`config.mk`:
```
export PLATFORM = sky130hd
export DESIGN_NAME = erf_framer
export DESIGN_NICKNAME = d
export VERILOG_FILES = /design/src/hdl/erf_pkg.sv /design/src/hdl/erf_framer.sv
export VERILOG_INCLUDE_DIRS = /design/src /design/src/hdl
export SDC_FILE = /design/constraint.sdc
export NUM_CORES = 1
export LEC_CHECK = 0
export BUFFER_PORTS_ARGS = -buffer_cell sky130_fd_sc_hd__clkbuf_2
export CAP_MARGIN = 20
export CORE_ASPECT_RATIO = 0.75
export CORE_MARGIN = 5
export CORE_UTILIZATION = 55
export DETAILED_ROUTE_END_ITERATION = 10
export PLACE_DENSITY_LB_ADDON = 0.2
export SLEW_MARGIN = 20
export SYNTH_ARGS = -nofsm -noshare
export SYNTH_HDL_FRONTEND = slang
export SYNTH_SLANG_ARGS = --single-unit
```
`constraint.sdc`:
```
create_clock -name clk -period 4.7 [get_ports clk]
set_clock_uncertainty 0.2 [all_clocks]
set_input_delay 0.94 -clock clk [delete_from_list [all_inputs] [get_ports clk]]
set_output_delay 0.94 -clock clk [all_outputs]
set_load 0.02 [all_outputs]
```
`src/hdl/erf_defs.svh`:
```
`ifndef ERF_DEFS_SVH
`define ERF_DEFS_SVH

// Register offsets on the plain register port.
`define ERF_REG_CTRL 4'h0
`define ERF_REG_VERSION 4'h1
`define ERF_REG_STATUS 4'h2
`define ERF_REG_FRAMES 4'h3
`define ERF_REG_IRQ_STAT 4'h4
`define ERF_REG_IRQ_MASK 4'h5

// Reset values; the version value is arbitrary.
`define ERF_RST_CTRL 16'h0001
`define ERF_RST_VERSION 8'h10
`define ERF_RST_IRQ_MASK 3'h0

// Field positions of the first header word.
`define ERF_RES_MSB 15
`define ERF_RES_LSB 12
`define ERF_ECHO_MSB 11
`define ERF_ECHO_LSB 8
`define ERF_QE_MSB 7
`define ERF_QE_LSB 0

// Response opcodes.
`define ERF_RES_PASS 4'h1
`define ERF_RES_FAIL 4'h2
`define ERF_RES_UNKNOWN 4'h3

// Query or error byte values.
`define ERF_QE_NONE 8'h00
`define ERF_QE_VERIFY 8'h01
`define ERF_QE_OTHER 8'h02
`define ERF_QE_BLANK 8'hf0
`define ERF_QE_NOT_BLANK 8'h0f

// Command opcodes that change the frame.
`define ERF_CMD_PROGRAM_READ 4'h2
`define ERF_CMD_SINGLE_ID_PROGRAM 4'h4
`define ERF_CMD_ROW_PROGRAM 4'h5
`define ERF_CMD_BLANK_QUERY 4'ha
`define ERF_CMD_VERSION_QUERY 4'hb

// One bit per recognised command opcode.
`define ERF_KNOWN_MASK 16'h2c36

// Header length in words and the read count limit.
`define ERF_HDR_WORDS 16'h0002
`define ERF_MAX_COUNT 32768

// Interrupt bit positions.
`define ERF_IRQ_FRAME 0
`define ERF_IRQ_FAIL 1
`define ERF_IRQ_UNKNOWN 2

`endif

```
`src/hdl/erf_pkg.sv`:
```
package erf_pkg;

	// Outcome that the executive core reports with a finished command.
	typedef enum logic [1:0] {
		ERF_OK,
		ERF_VERIFY_FAIL,
		ERF_OTHER_FAIL
	} erf_outcome_t;

	// One finished command, handed over for framing.
	typedef struct packed {
		logic [3:0] cmd;
		erf_outcome_t outcome;
		logic blank;
		logic [15:0] count;
	} erf_req_t;

	// Framer sequence states.
	typedef enum logic [3:0] {
		S_IDLE,
		S_HEAD,
		S_LEN,
		S_GET_A,
		S_LSW_A,
		S_GET_B,
		S_MSB,
		S_LSW_B,
		S_ODD
	} erf_state_t;

endpackage

```
`src/hdl/erf_framer.sv`:
```
`timescale 1ns/100ps
`include "erf_defs.svh"

// Function
// - one response frame per received command
// - result codes: pass 1, fail 2, unknown 3
// - result opcode in header bits 15..12
// - echo command opcode in bits 11..8
// - low byte: query data or error code
// - second word: length including header, one above the words sent for an odd read
// - success gives pass, error gives fail plus reason
// - unrecognised command answers unknown-command result
// - queries always pass with result in byte
// - blank check byte f0 blank, 0f not
// - version byte: main nibble high, revision low
// - successful non-query command error byte zero
// - program verify failure gives error byte one
// - other executive errors give error byte two
// - all responses but read are two words
// - read length three per pair plus two
// - read count up to 32768 instructions
// - odd count: last word upper byte, zero-padded
module erf_framer #(
	parameter int MAX_COUNT = `ERF_MAX_COUNT,
	parameter logic [15:0] KNOWN_MASK = `ERF_KNOWN_MASK
) (
	// Clock and synchronous reset.
	input wire logic clk,
	input wire logic rst,
	// Finished command from the executive core.
	input wire logic req_valid,
	input wire erf_pkg::erf_req_t req,
	output logic req_ready_q,
	// Instructions read from code memory for a read command.
	input wire logic inst_valid,
	input wire logic [23:0] inst_data,
	output logic inst_ready_q,
	// Response words toward the programming link.
	output logic tx_valid_q,
	output logic [15:0] tx_word_q,
	input wire logic tx_ready,
	// Register port.
	input wire logic [3:0] reg_addr,
	input wire logic [15:0] reg_wdata,
	input wire logic reg_wr,
	input wire logic reg_rd,
	output logic [15:0] reg_rdata_q,
	// Interrupt request.
	output logic irq_q
);

	// Refuse limits that the 16-bit count and length fields cannot hold.
	initial begin
		if (MAX_COUNT < 1 || MAX_COUNT > `ERF_MAX_COUNT) begin
			$error("erf_framer: MAX_COUNT out of range");
		end
	end

	// Sequence state.
	erf_pkg::erf_state_t state_q;
	// Instructions still to be fetched for a read.
	logic [15:0] rem_q;
	// Frame length, sent as the second word.
	logic [15:0] len_q;
	// Whether the frame carries data words.
	logic data_q;
	// First instruction of the current pair.
	logic [23:0] a_q;
	// Second instruction of the current pair.
	logic [15:0] b_lsw_q;

	// Software control: bit 0 lets commands be accepted.
	logic ctrl_en_q;
	// Executive version byte returned by the version query.
	logic [7:0] version_q;
	// Count of frames completed.
	logic [15:0] frames_q;
	// High byte of the last first header word, kept for status reads.
	logic [7:0] last_q;
	// Sticky interrupt flags and their mask.
	logic [2:0] irq_stat_q;
	logic [2:0] irq_mask_q;

	// One-cycle events from the framer.
	logic ev_frame_q;
	logic ev_fail_q;
	logic ev_unknown_q;

	// Decoded first header word, length and data flag of a request.
	logic [15:0] head_d;
	logic [15:0] len_d;
	logic data_d;
	// Pair count of a read, one bit wider than the count.
	logic [16:0] pairs;
	// Accept of a request in this cycle.
	logic accept;

	assign accept = req_valid && req_ready_q;

	// Decode a finished command into its header fields.
	// The whole first word is built here so that it leaves in one piece.
	always_comb begin
		logic [3:0] res;
		logic [7:0] qe;
		logic known;
		res = `ERF_RES_PASS;
		qe = `ERF_QE_NONE;
		known = KNOWN_MASK[req.cmd];
		pairs = ({1'b0, req.count} + 17'h00001) >> 1;
		len_d = `ERF_HDR_WORDS;
		data_d = 1'b0;
		if (!known) begin
			// Unrecognised opcodes get the unknown result and the other-error code 2.
			res = `ERF_RES_UNKNOWN;
			qe = `ERF_QE_OTHER;
		end else if (req.cmd == `ERF_CMD_BLANK_QUERY) begin
			// Queries pass regardless of the reported outcome.
			res = `ERF_RES_PASS;
			qe = req.blank ? `ERF_QE_BLANK : `ERF_QE_NOT_BLANK;
		end else if (req.cmd == `ERF_CMD_VERSION_QUERY) begin
			res = `ERF_RES_PASS;
			qe = version_q;
		end else if (req.outcome == erf_pkg::ERF_VERIFY_FAIL &&
			(req.cmd == `ERF_CMD_ROW_PROGRAM || req.cmd == `ERF_CMD_SINGLE_ID_PROGRAM)) begin
			// Only the program commands verify, so only they report it.
			res = `ERF_RES_FAIL;
			qe = `ERF_QE_VERIFY;
		end else if (req.outcome != erf_pkg::ERF_OK) begin
			res = `ERF_RES_FAIL;
			qe = `ERF_QE_OTHER;
		end else if (req.cmd == `ERF_CMD_PROGRAM_READ && {16'h0000, req.count} > MAX_COUNT) begin
			// A count beyond the limit is refused as an executive error.
			res = `ERF_RES_FAIL;
			qe = `ERF_QE_OTHER;
		end else begin
			res = `ERF_RES_PASS;
			qe = `ERF_QE_NONE;
			if (req.cmd == `ERF_CMD_PROGRAM_READ && req.count != 16'h0000) begin
				// Each pair takes three words; an odd tail rounds up.
				len_d = 16'((pairs * 17'h00003) + 17'h00002);
				data_d = 1'b1;
			end
		end
		head_d = 16'h0000;
		head_d[`ERF_RES_MSB:`ERF_RES_LSB] = res;
		head_d[`ERF_ECHO_MSB:`ERF_ECHO_LSB] = req.cmd;
		head_d[`ERF_QE_MSB:`ERF_QE_LSB] = qe;
	end

	// Request handshake: ready only while idle and while enabled in the cycle before, so ready lags a disabling write by one cycle.
	// Ready drops in the cycle after an accept, so a second request waits for the frame.
	always_ff @(posedge clk) begin
		if (rst) begin
			req_ready_q <= 1'b0;
		end else begin
			req_ready_q <= ctrl_en_q && (state_q == erf_pkg::S_IDLE) && !accept;
		end
	end

	// Framer sequence and link words.
	// Each emitting state holds its word until the link takes it.
	always_ff @(posedge clk) begin
		if (rst) begin
			state_q <= erf_pkg::S_IDLE;
			tx_valid_q <= 1'b0;
			tx_word_q <= 16'h0000;
			inst_ready_q <= 1'b0;
			rem_q <= 16'h0000;
			len_q <= 16'h0000;
			data_q <= 1'b0;
			a_q <= 24'h000000;
			b_lsw_q <= 16'h0000;
			last_q <= 8'h00;
			ev_frame_q <= 1'b0;
			ev_fail_q <= 1'b0;
			ev_unknown_q <= 1'b0;
		end else begin
			ev_frame_q <= 1'b0;
			ev_fail_q <= 1'b0;
			ev_unknown_q <= 1'b0;
			case (state_q)
				erf_pkg::S_IDLE: begin
					// Load the first header word as soon as a command is taken.
					if (accept) begin
						tx_word_q <= head_d;
						tx_valid_q <= 1'b1;
						len_q <= len_d;
						data_q <= data_d;
						rem_q <= req.count;
						last_q <= head_d[15:8];
						ev_fail_q <= (head_d[15:12] == `ERF_RES_FAIL);
						ev_unknown_q <= (head_d[15:12] == `ERF_RES_UNKNOWN);
						state_q <= erf_pkg::S_HEAD;
					end
				end
				erf_pkg::S_HEAD: begin
					// Length word follows the first header word.
					if (tx_ready) begin
						tx_word_q <= len_q;
						state_q <= erf_pkg::S_LEN;
					end
				end
				erf_pkg::S_LEN: begin
					if (tx_ready) begin
						tx_valid_q <= 1'b0;
						if (data_q) begin
							inst_ready_q <= 1'b1;
							state_q <= erf_pkg::S_GET_A;
						end else begin
							ev_frame_q <= 1'b1;
							state_q <= erf_pkg::S_IDLE;
						end
					end
				end
				erf_pkg::S_GET_A: begin
					// First of a pair: its low word goes straight out.
					if (inst_valid && inst_ready_q) begin
						inst_ready_q <= 1'b0;
						a_q <= inst_data;
						rem_q <= rem_q - 16'h0001;
						tx_word_q <= inst_data[15:0];
						tx_valid_q <= 1'b1;
						state_q <= erf_pkg::S_LSW_A;
					end
				end
				erf_pkg::S_LSW_A: begin
					if (tx_ready) begin
						if (rem_q == 16'h0000) begin
							// Odd tail: upper byte alone, zero in the high byte.
							tx_word_q <= {8'h00, a_q[23:16]};
							state_q <= erf_pkg::S_ODD;
						end else begin
							tx_valid_q <= 1'b0;
							inst_ready_q <= 1'b1;
							state_q <= erf_pkg::S_GET_B;
						end
					end
				end
				erf_pkg::S_GET_B: begin
					// Second of a pair: both upper bytes share one word.
					if (inst_valid && inst_ready_q) begin
						inst_ready_q <= 1'b0;
						b_lsw_q <= inst_data[15:0];
						rem_q <= rem_q - 16'h0001;
						tx_word_q <= {inst_data[23:16], a_q[23:16]};
						tx_valid_q <= 1'b1;
						state_q <= erf_pkg::S_MSB;
					end
				end
				erf_pkg::S_MSB: begin
					if (tx_ready) begin
						tx_word_q <= b_lsw_q;
						state_q <= erf_pkg::S_LSW_B;
					end
				end
				erf_pkg::S_LSW_B: begin
					if (tx_ready) begin
						tx_valid_q <= 1'b0;
						if (rem_q == 16'h0000) begin
							ev_frame_q <= 1'b1;
							state_q <= erf_pkg::S_IDLE;
						end else begin
							inst_ready_q <= 1'b1;
							state_q <= erf_pkg::S_GET_A;
						end
					end
				end
				erf_pkg::S_ODD: begin
					if (tx_ready) begin
						tx_valid_q <= 1'b0;
						ev_frame_q <= 1'b1;
						state_q <= erf_pkg::S_IDLE;
					end
				end
				default: begin
					// Unused encodings fall back to idle with the link quiet.
					tx_valid_q <= 1'b0;
					inst_ready_q <= 1'b0;
					state_q <= erf_pkg::S_IDLE;
				end
			endcase
		end
	end

	// Software-written control and version registers.
	// Clearing enable mid-frame lets the frame finish; only new commands wait.
	always_ff @(posedge clk) begin
		if (rst) begin
			ctrl_en_q <= 1'(`ERF_RST_CTRL);
			version_q <= `ERF_RST_VERSION;
			irq_mask_q <= `ERF_RST_IRQ_MASK;
		end else if (reg_wr) begin
			case (reg_addr)
				`ERF_REG_CTRL: begin
					ctrl_en_q <= reg_wdata[0];
				end
				`ERF_REG_VERSION: begin
					version_q <= reg_wdata[7:0];
				end
				`ERF_REG_IRQ_MASK: begin
					irq_mask_q <= reg_wdata[2:0];
				end
				default: begin
					// Other offsets are read-only, unmapped, or the write-one-clear flags handled below.
				end
			endcase
		end
	end

	// Completed frame counter, wrapping.
	always_ff @(posedge clk) begin
		if (rst) begin
			frames_q <= 16'h0000;
		end else if (ev_frame_q) begin
			frames_q <= frames_q + 16'h0001;
		end
	end

	// Write-one-clear bits and event bits of the sticky flags.
	logic [2:0] irq_clr;
	logic [2:0] irq_set;

	// Clear bits only count on a write to the status offset.
	always_comb begin
		irq_clr = (reg_wr && reg_addr == `ERF_REG_IRQ_STAT) ? reg_wdata[2:0] : 3'h0;
		irq_set = 3'h0;
		irq_set[`ERF_IRQ_FRAME] = ev_frame_q;
		irq_set[`ERF_IRQ_FAIL] = ev_fail_q;
		irq_set[`ERF_IRQ_UNKNOWN] = ev_unknown_q;
	end

	// Sticky interrupt flags, cleared by writing one.
	// A new event in the clearing cycle still sets its flag.
	always_ff @(posedge clk) begin
		if (rst) begin
			irq_stat_q <= 3'h0;
		end else begin
			irq_stat_q <= (irq_stat_q & ~irq_clr) | irq_set;
		end
	end

	// Level interrupt, one cycle behind the flags.
	always_ff @(posedge clk) begin
		if (rst) begin
			irq_q <= 1'b0;
		end else begin
			irq_q <= |(irq_stat_q & irq_mask_q);
		end
	end

	// Read data stand only in the cycle after the read strobe.
	// Unmapped offsets read as zero.
	always_ff @(posedge clk) begin
		if (rst) begin
			reg_rdata_q <= 16'h0000;
		end else if (reg_rd) begin
			case (reg_addr)
				`ERF_REG_CTRL: begin
					reg_rdata_q <= {15'h0000, ctrl_en_q};
				end
				`ERF_REG_VERSION: begin
					reg_rdata_q <= {8'h00, version_q};
				end
				`ERF_REG_STATUS: begin
					reg_rdata_q <= {last_q, 6'h00, req_ready_q, (state_q != erf_pkg::S_IDLE)};
				end
				`ERF_REG_FRAMES: begin
					reg_rdata_q <= frames_q;
				end
				`ERF_REG_IRQ_STAT: begin
					reg_rdata_q <= {13'h0000, irq_stat_q};
				end
				`ERF_REG_IRQ_MASK: begin
					reg_rdata_q <= {13'h0000, irq_mask_q};
				end
				default: begin
					reg_rdata_q <= 16'h0000;
				end
			endcase
		end else begin
			reg_rdata_q <= 16'h0000;
		end
	end

endmodule

```
==> results.txt <==
CTS tree - yes
# diodes - 0
outcome - finished, final reports clean
final setup violation count - 0
layout cell share with drive strength beyond 1 - 16.4%
clock latency on the worst-skew pair - 0.42 ns
I/O Buffers - 101
Post-Syn Area per Cell - 8.07 sq um
synth-to-layout area growth - 14.9%
Core Area - 13700 sq um
Die Wd - 147 um
Post-Syn Instances - 958
Critical Path RT - 4.81 ns
cell count after placement - 1185
drt wl/cell - 17.4 um
Sequential cell area - 2740 sq um
Tightest Hold Check Type - reg2reg
share of power burned in registers - 33.5%
DR vias/cell - 6.02
critical path's most frequent cell - ha_1
Post-synth top flop - dfxtp_1
Startpoint Class - primary input
initial core utilization - 56.2%
hold_buf cts - 0
Detail Placement HPWL - 15.3 mm
std cell rows - 37
Post-Route WL - 21.2 mm
RSZ-0062 raised after global routing - no
Max VDD drop - 0.000319 V
cell with the most instances after synthesis - dfxtp_1
Slew Limit Fails - 0
height of the chip - 113 um
combinational group share of total power - 33.4%
CTS Buffer Depth - 2
Yosys reg bits - 137
Highest Clock Rate - 249 MHz
# DRC - 0
gpl congestion - 0.934
crit path cell chain - clkbuf_2, ha_1, nand3_1, nor2_1, and4_1, xor2_1, ha_1, ha_1, a21o_1, a21o_1, a211o_1, o221ai_1, a21boi_0, o41ai_1
post-route ant nets - 0
Synth top area share - 35.5%
number of setup buffers added after CTS - 0
CP top delay family - compound AO/OA/AOI/OAI gates
# resized after CTS - 0
GRT overflow - 0
clock share of power - 33.1%
ys async rst share - 0%
Post-synth EDFFs - 0
FILL cells - 1168
synth unique cells - 81
total number of vias - 7326
Mapped Area - 7730 sq um
endpoints failing hold - 0
clock root buffer - clkbuf_16
CTS buffer count - 17
DRT Pass-1 Iters - 8
Arr. time, crit path - 4.12 ns
top cells by count, synth - dfxtp_1, nand2_1, nor2_1
final std cells w/o fill - 1217
Int Power - 2750 uW
sequential share of the synthesized area - 35.5%
critical path class - in2reg
Sw Pwr - 1570 uW
Lkg Pwr - 0.00348 uW
net count after synthesis - 1064
max-cap viol count - 0
Clk pin slew, worst setup/hold paths - 0.06 ns
slew margin rel. - 26.3%
fin crit period - 4.01 ns
WP buf/inv - 1
first-pass GRT wire length - 34.7 mm
clk sinks - 137
final setup TNS - 0 ns
area occupied by multi-input gates - 4610 sq um
Final period util - 85.3%
YS warnings - 0
Worst path slowest cell - ha_1
dominant cells by area after synthesis - dfxtp_1, nand2_1, a21oi_1, nor2_1, ha_1
num ports - 110
Net Sw Frac - 36.4%
die footprint - 16500 sq um
vias in the first global route - 6726
nets - 1135
initial drt markers - 773
Max FO, Critical Path - 6
Worst Max-Slew Pin Slew - 1.09 ns
H-tree levels - 4
initial antenna violation count - 0
pin count of the biggest net entering global routing - 50
Worst setup EP type - flop
Worst path max stage delay - 0.38 ns
power per cell area - 487 nW/um^2
post-synth top area cell - dfxtp_1
Tot GR Track Use - 25.6%
[layout make-up]
| class | count | area share (%) |
|---|---|---|
| clock buffer | 18 | 4.95 |
| clock inverter | 14 | 2.18 |
| inverter | 27 | 1.14 |
| multi-input combinational | 736 | 51.9 |
| sequential | 137 | 30.9 |
| tap | 175 | 2.47 |
| timing repair buffer | 110 | 6.48 |
[cells by family (layout without fill, tap and decap cells)]
logic type / count (synthesis) / after routing / synth area share [%]
adder cells (fa/ha/maj): 33 / 33 / 5.41
multiplexers: 12 / 12 / 1.57
AND/OR/NAND/NOR: 381 / 381 / 23.8
flip-flops: 137 / 137 / 35.5
buffers and inverters: 85 / 169 / 5.15
AO/OA/AOI/OAI: 268 / 268 / 23.7
XOR/XNOR: 42 / 42 / 4.86
[sequential cells by signal, indices dropped and copies added, names as in the netlist, 3 cells and up]
register     count
last_q           6
irq_mask_q       3
irq_stat_q       3
a_q              8
state_q          4
frames_q        16
len_q           16
rem_q           16
tx_word_q       16
version_q        8
b_lsw_q         16
reg_rdata_q     16
[path summary, 6_finish.rpt]
check	start	endpoint	slack, ns	depth (start not counted)
max	req[0]	len_q[14]	0.69	14
min	b_lsw_q[14]	b_lsw_q[14]	0.26	2
max reg2reg	state_q[0]	rem_q[6]	1.70	6
min reg2reg	b_lsw_q[14]	b_lsw_q[14]	0.26	2
[cells in the final DEF (no fill, tap or decap), types with 8 or more instances in the layout]
master | netlist | layout
and3_1 | 13 | 13
nor3_1 | 21 | 21
nand2_1 | 122 | 122
ha_1 | 31 | 31
mux2i_1 | 11 | 11
clkbuf_2 | 1 | 100
a211oi_1 | 14 | 14
nor2_1 | 111 | 111
nand4_1 | 11 | 11
nand3b_1 | 9 | 9
nand3_1 | 33 | 33
a21o_1 | 8 | 8
dfxtp_1 | 137 | 137
buf_4 | 5 | 10
a21oi_1 | 90 | 90
xor2_1 | 19 | 19
inv_1 | 26 | 26
a22oi_1 | 48 | 48
clkbuf_16 | 0 | 17
o21ai_0 | 31 | 31
xnor2_1 | 22 | 22
nand2b_1 | 9 | 9
[power groups by stage]
stage	clock, uW	sequential, uW	combinational [uW]
after floorplan	0	1510	1090
after global placement	0	1460	1410
after detailed placement	0	1460	1420
after CTS	1440	1440	1430
after global routing	1500	1470	1600
final	1430	1450	1450
[worst min-delay path, stage by stage (launching register included)]
cell and delay [ns]:
dfxtp_1 0.31, nand2_1 0.05, a21oi_1 0.05
[per-stage QoR]
stage,total power (uW),worst slack (ns),hold WS [ns],util (%),instance area (sq um)
after floorplan,2590,0.778,0.213,-,7730
after global placement,2870,0.365,0.225,59.9,8230
after detailed placement,2880,0.316,0.247,59.9,8230
after CTS,4310,0.707,0.255,64.5,8870
after global routing,4570,0.414,0.272,64.6,8880
final,4330,0.691,0.255,64.6,8880
[layer usage]
| metal | vias to the layer above | part of all wire (%) | global-route usage (%) |
|---|---|---|---|
| met4 | 0 | 1.1 | 5.89 |
| met1 | 3378 | 49 | 39.3 |
| met3 | 20 | 9.8 | 6.74 |
| met2 | 321 | 41 | 35.4 |
| met5 | - | 0 | 0 |
| li1 | 3607 | - | - |
Note: power is estimated with default switching activity, not from simulation.
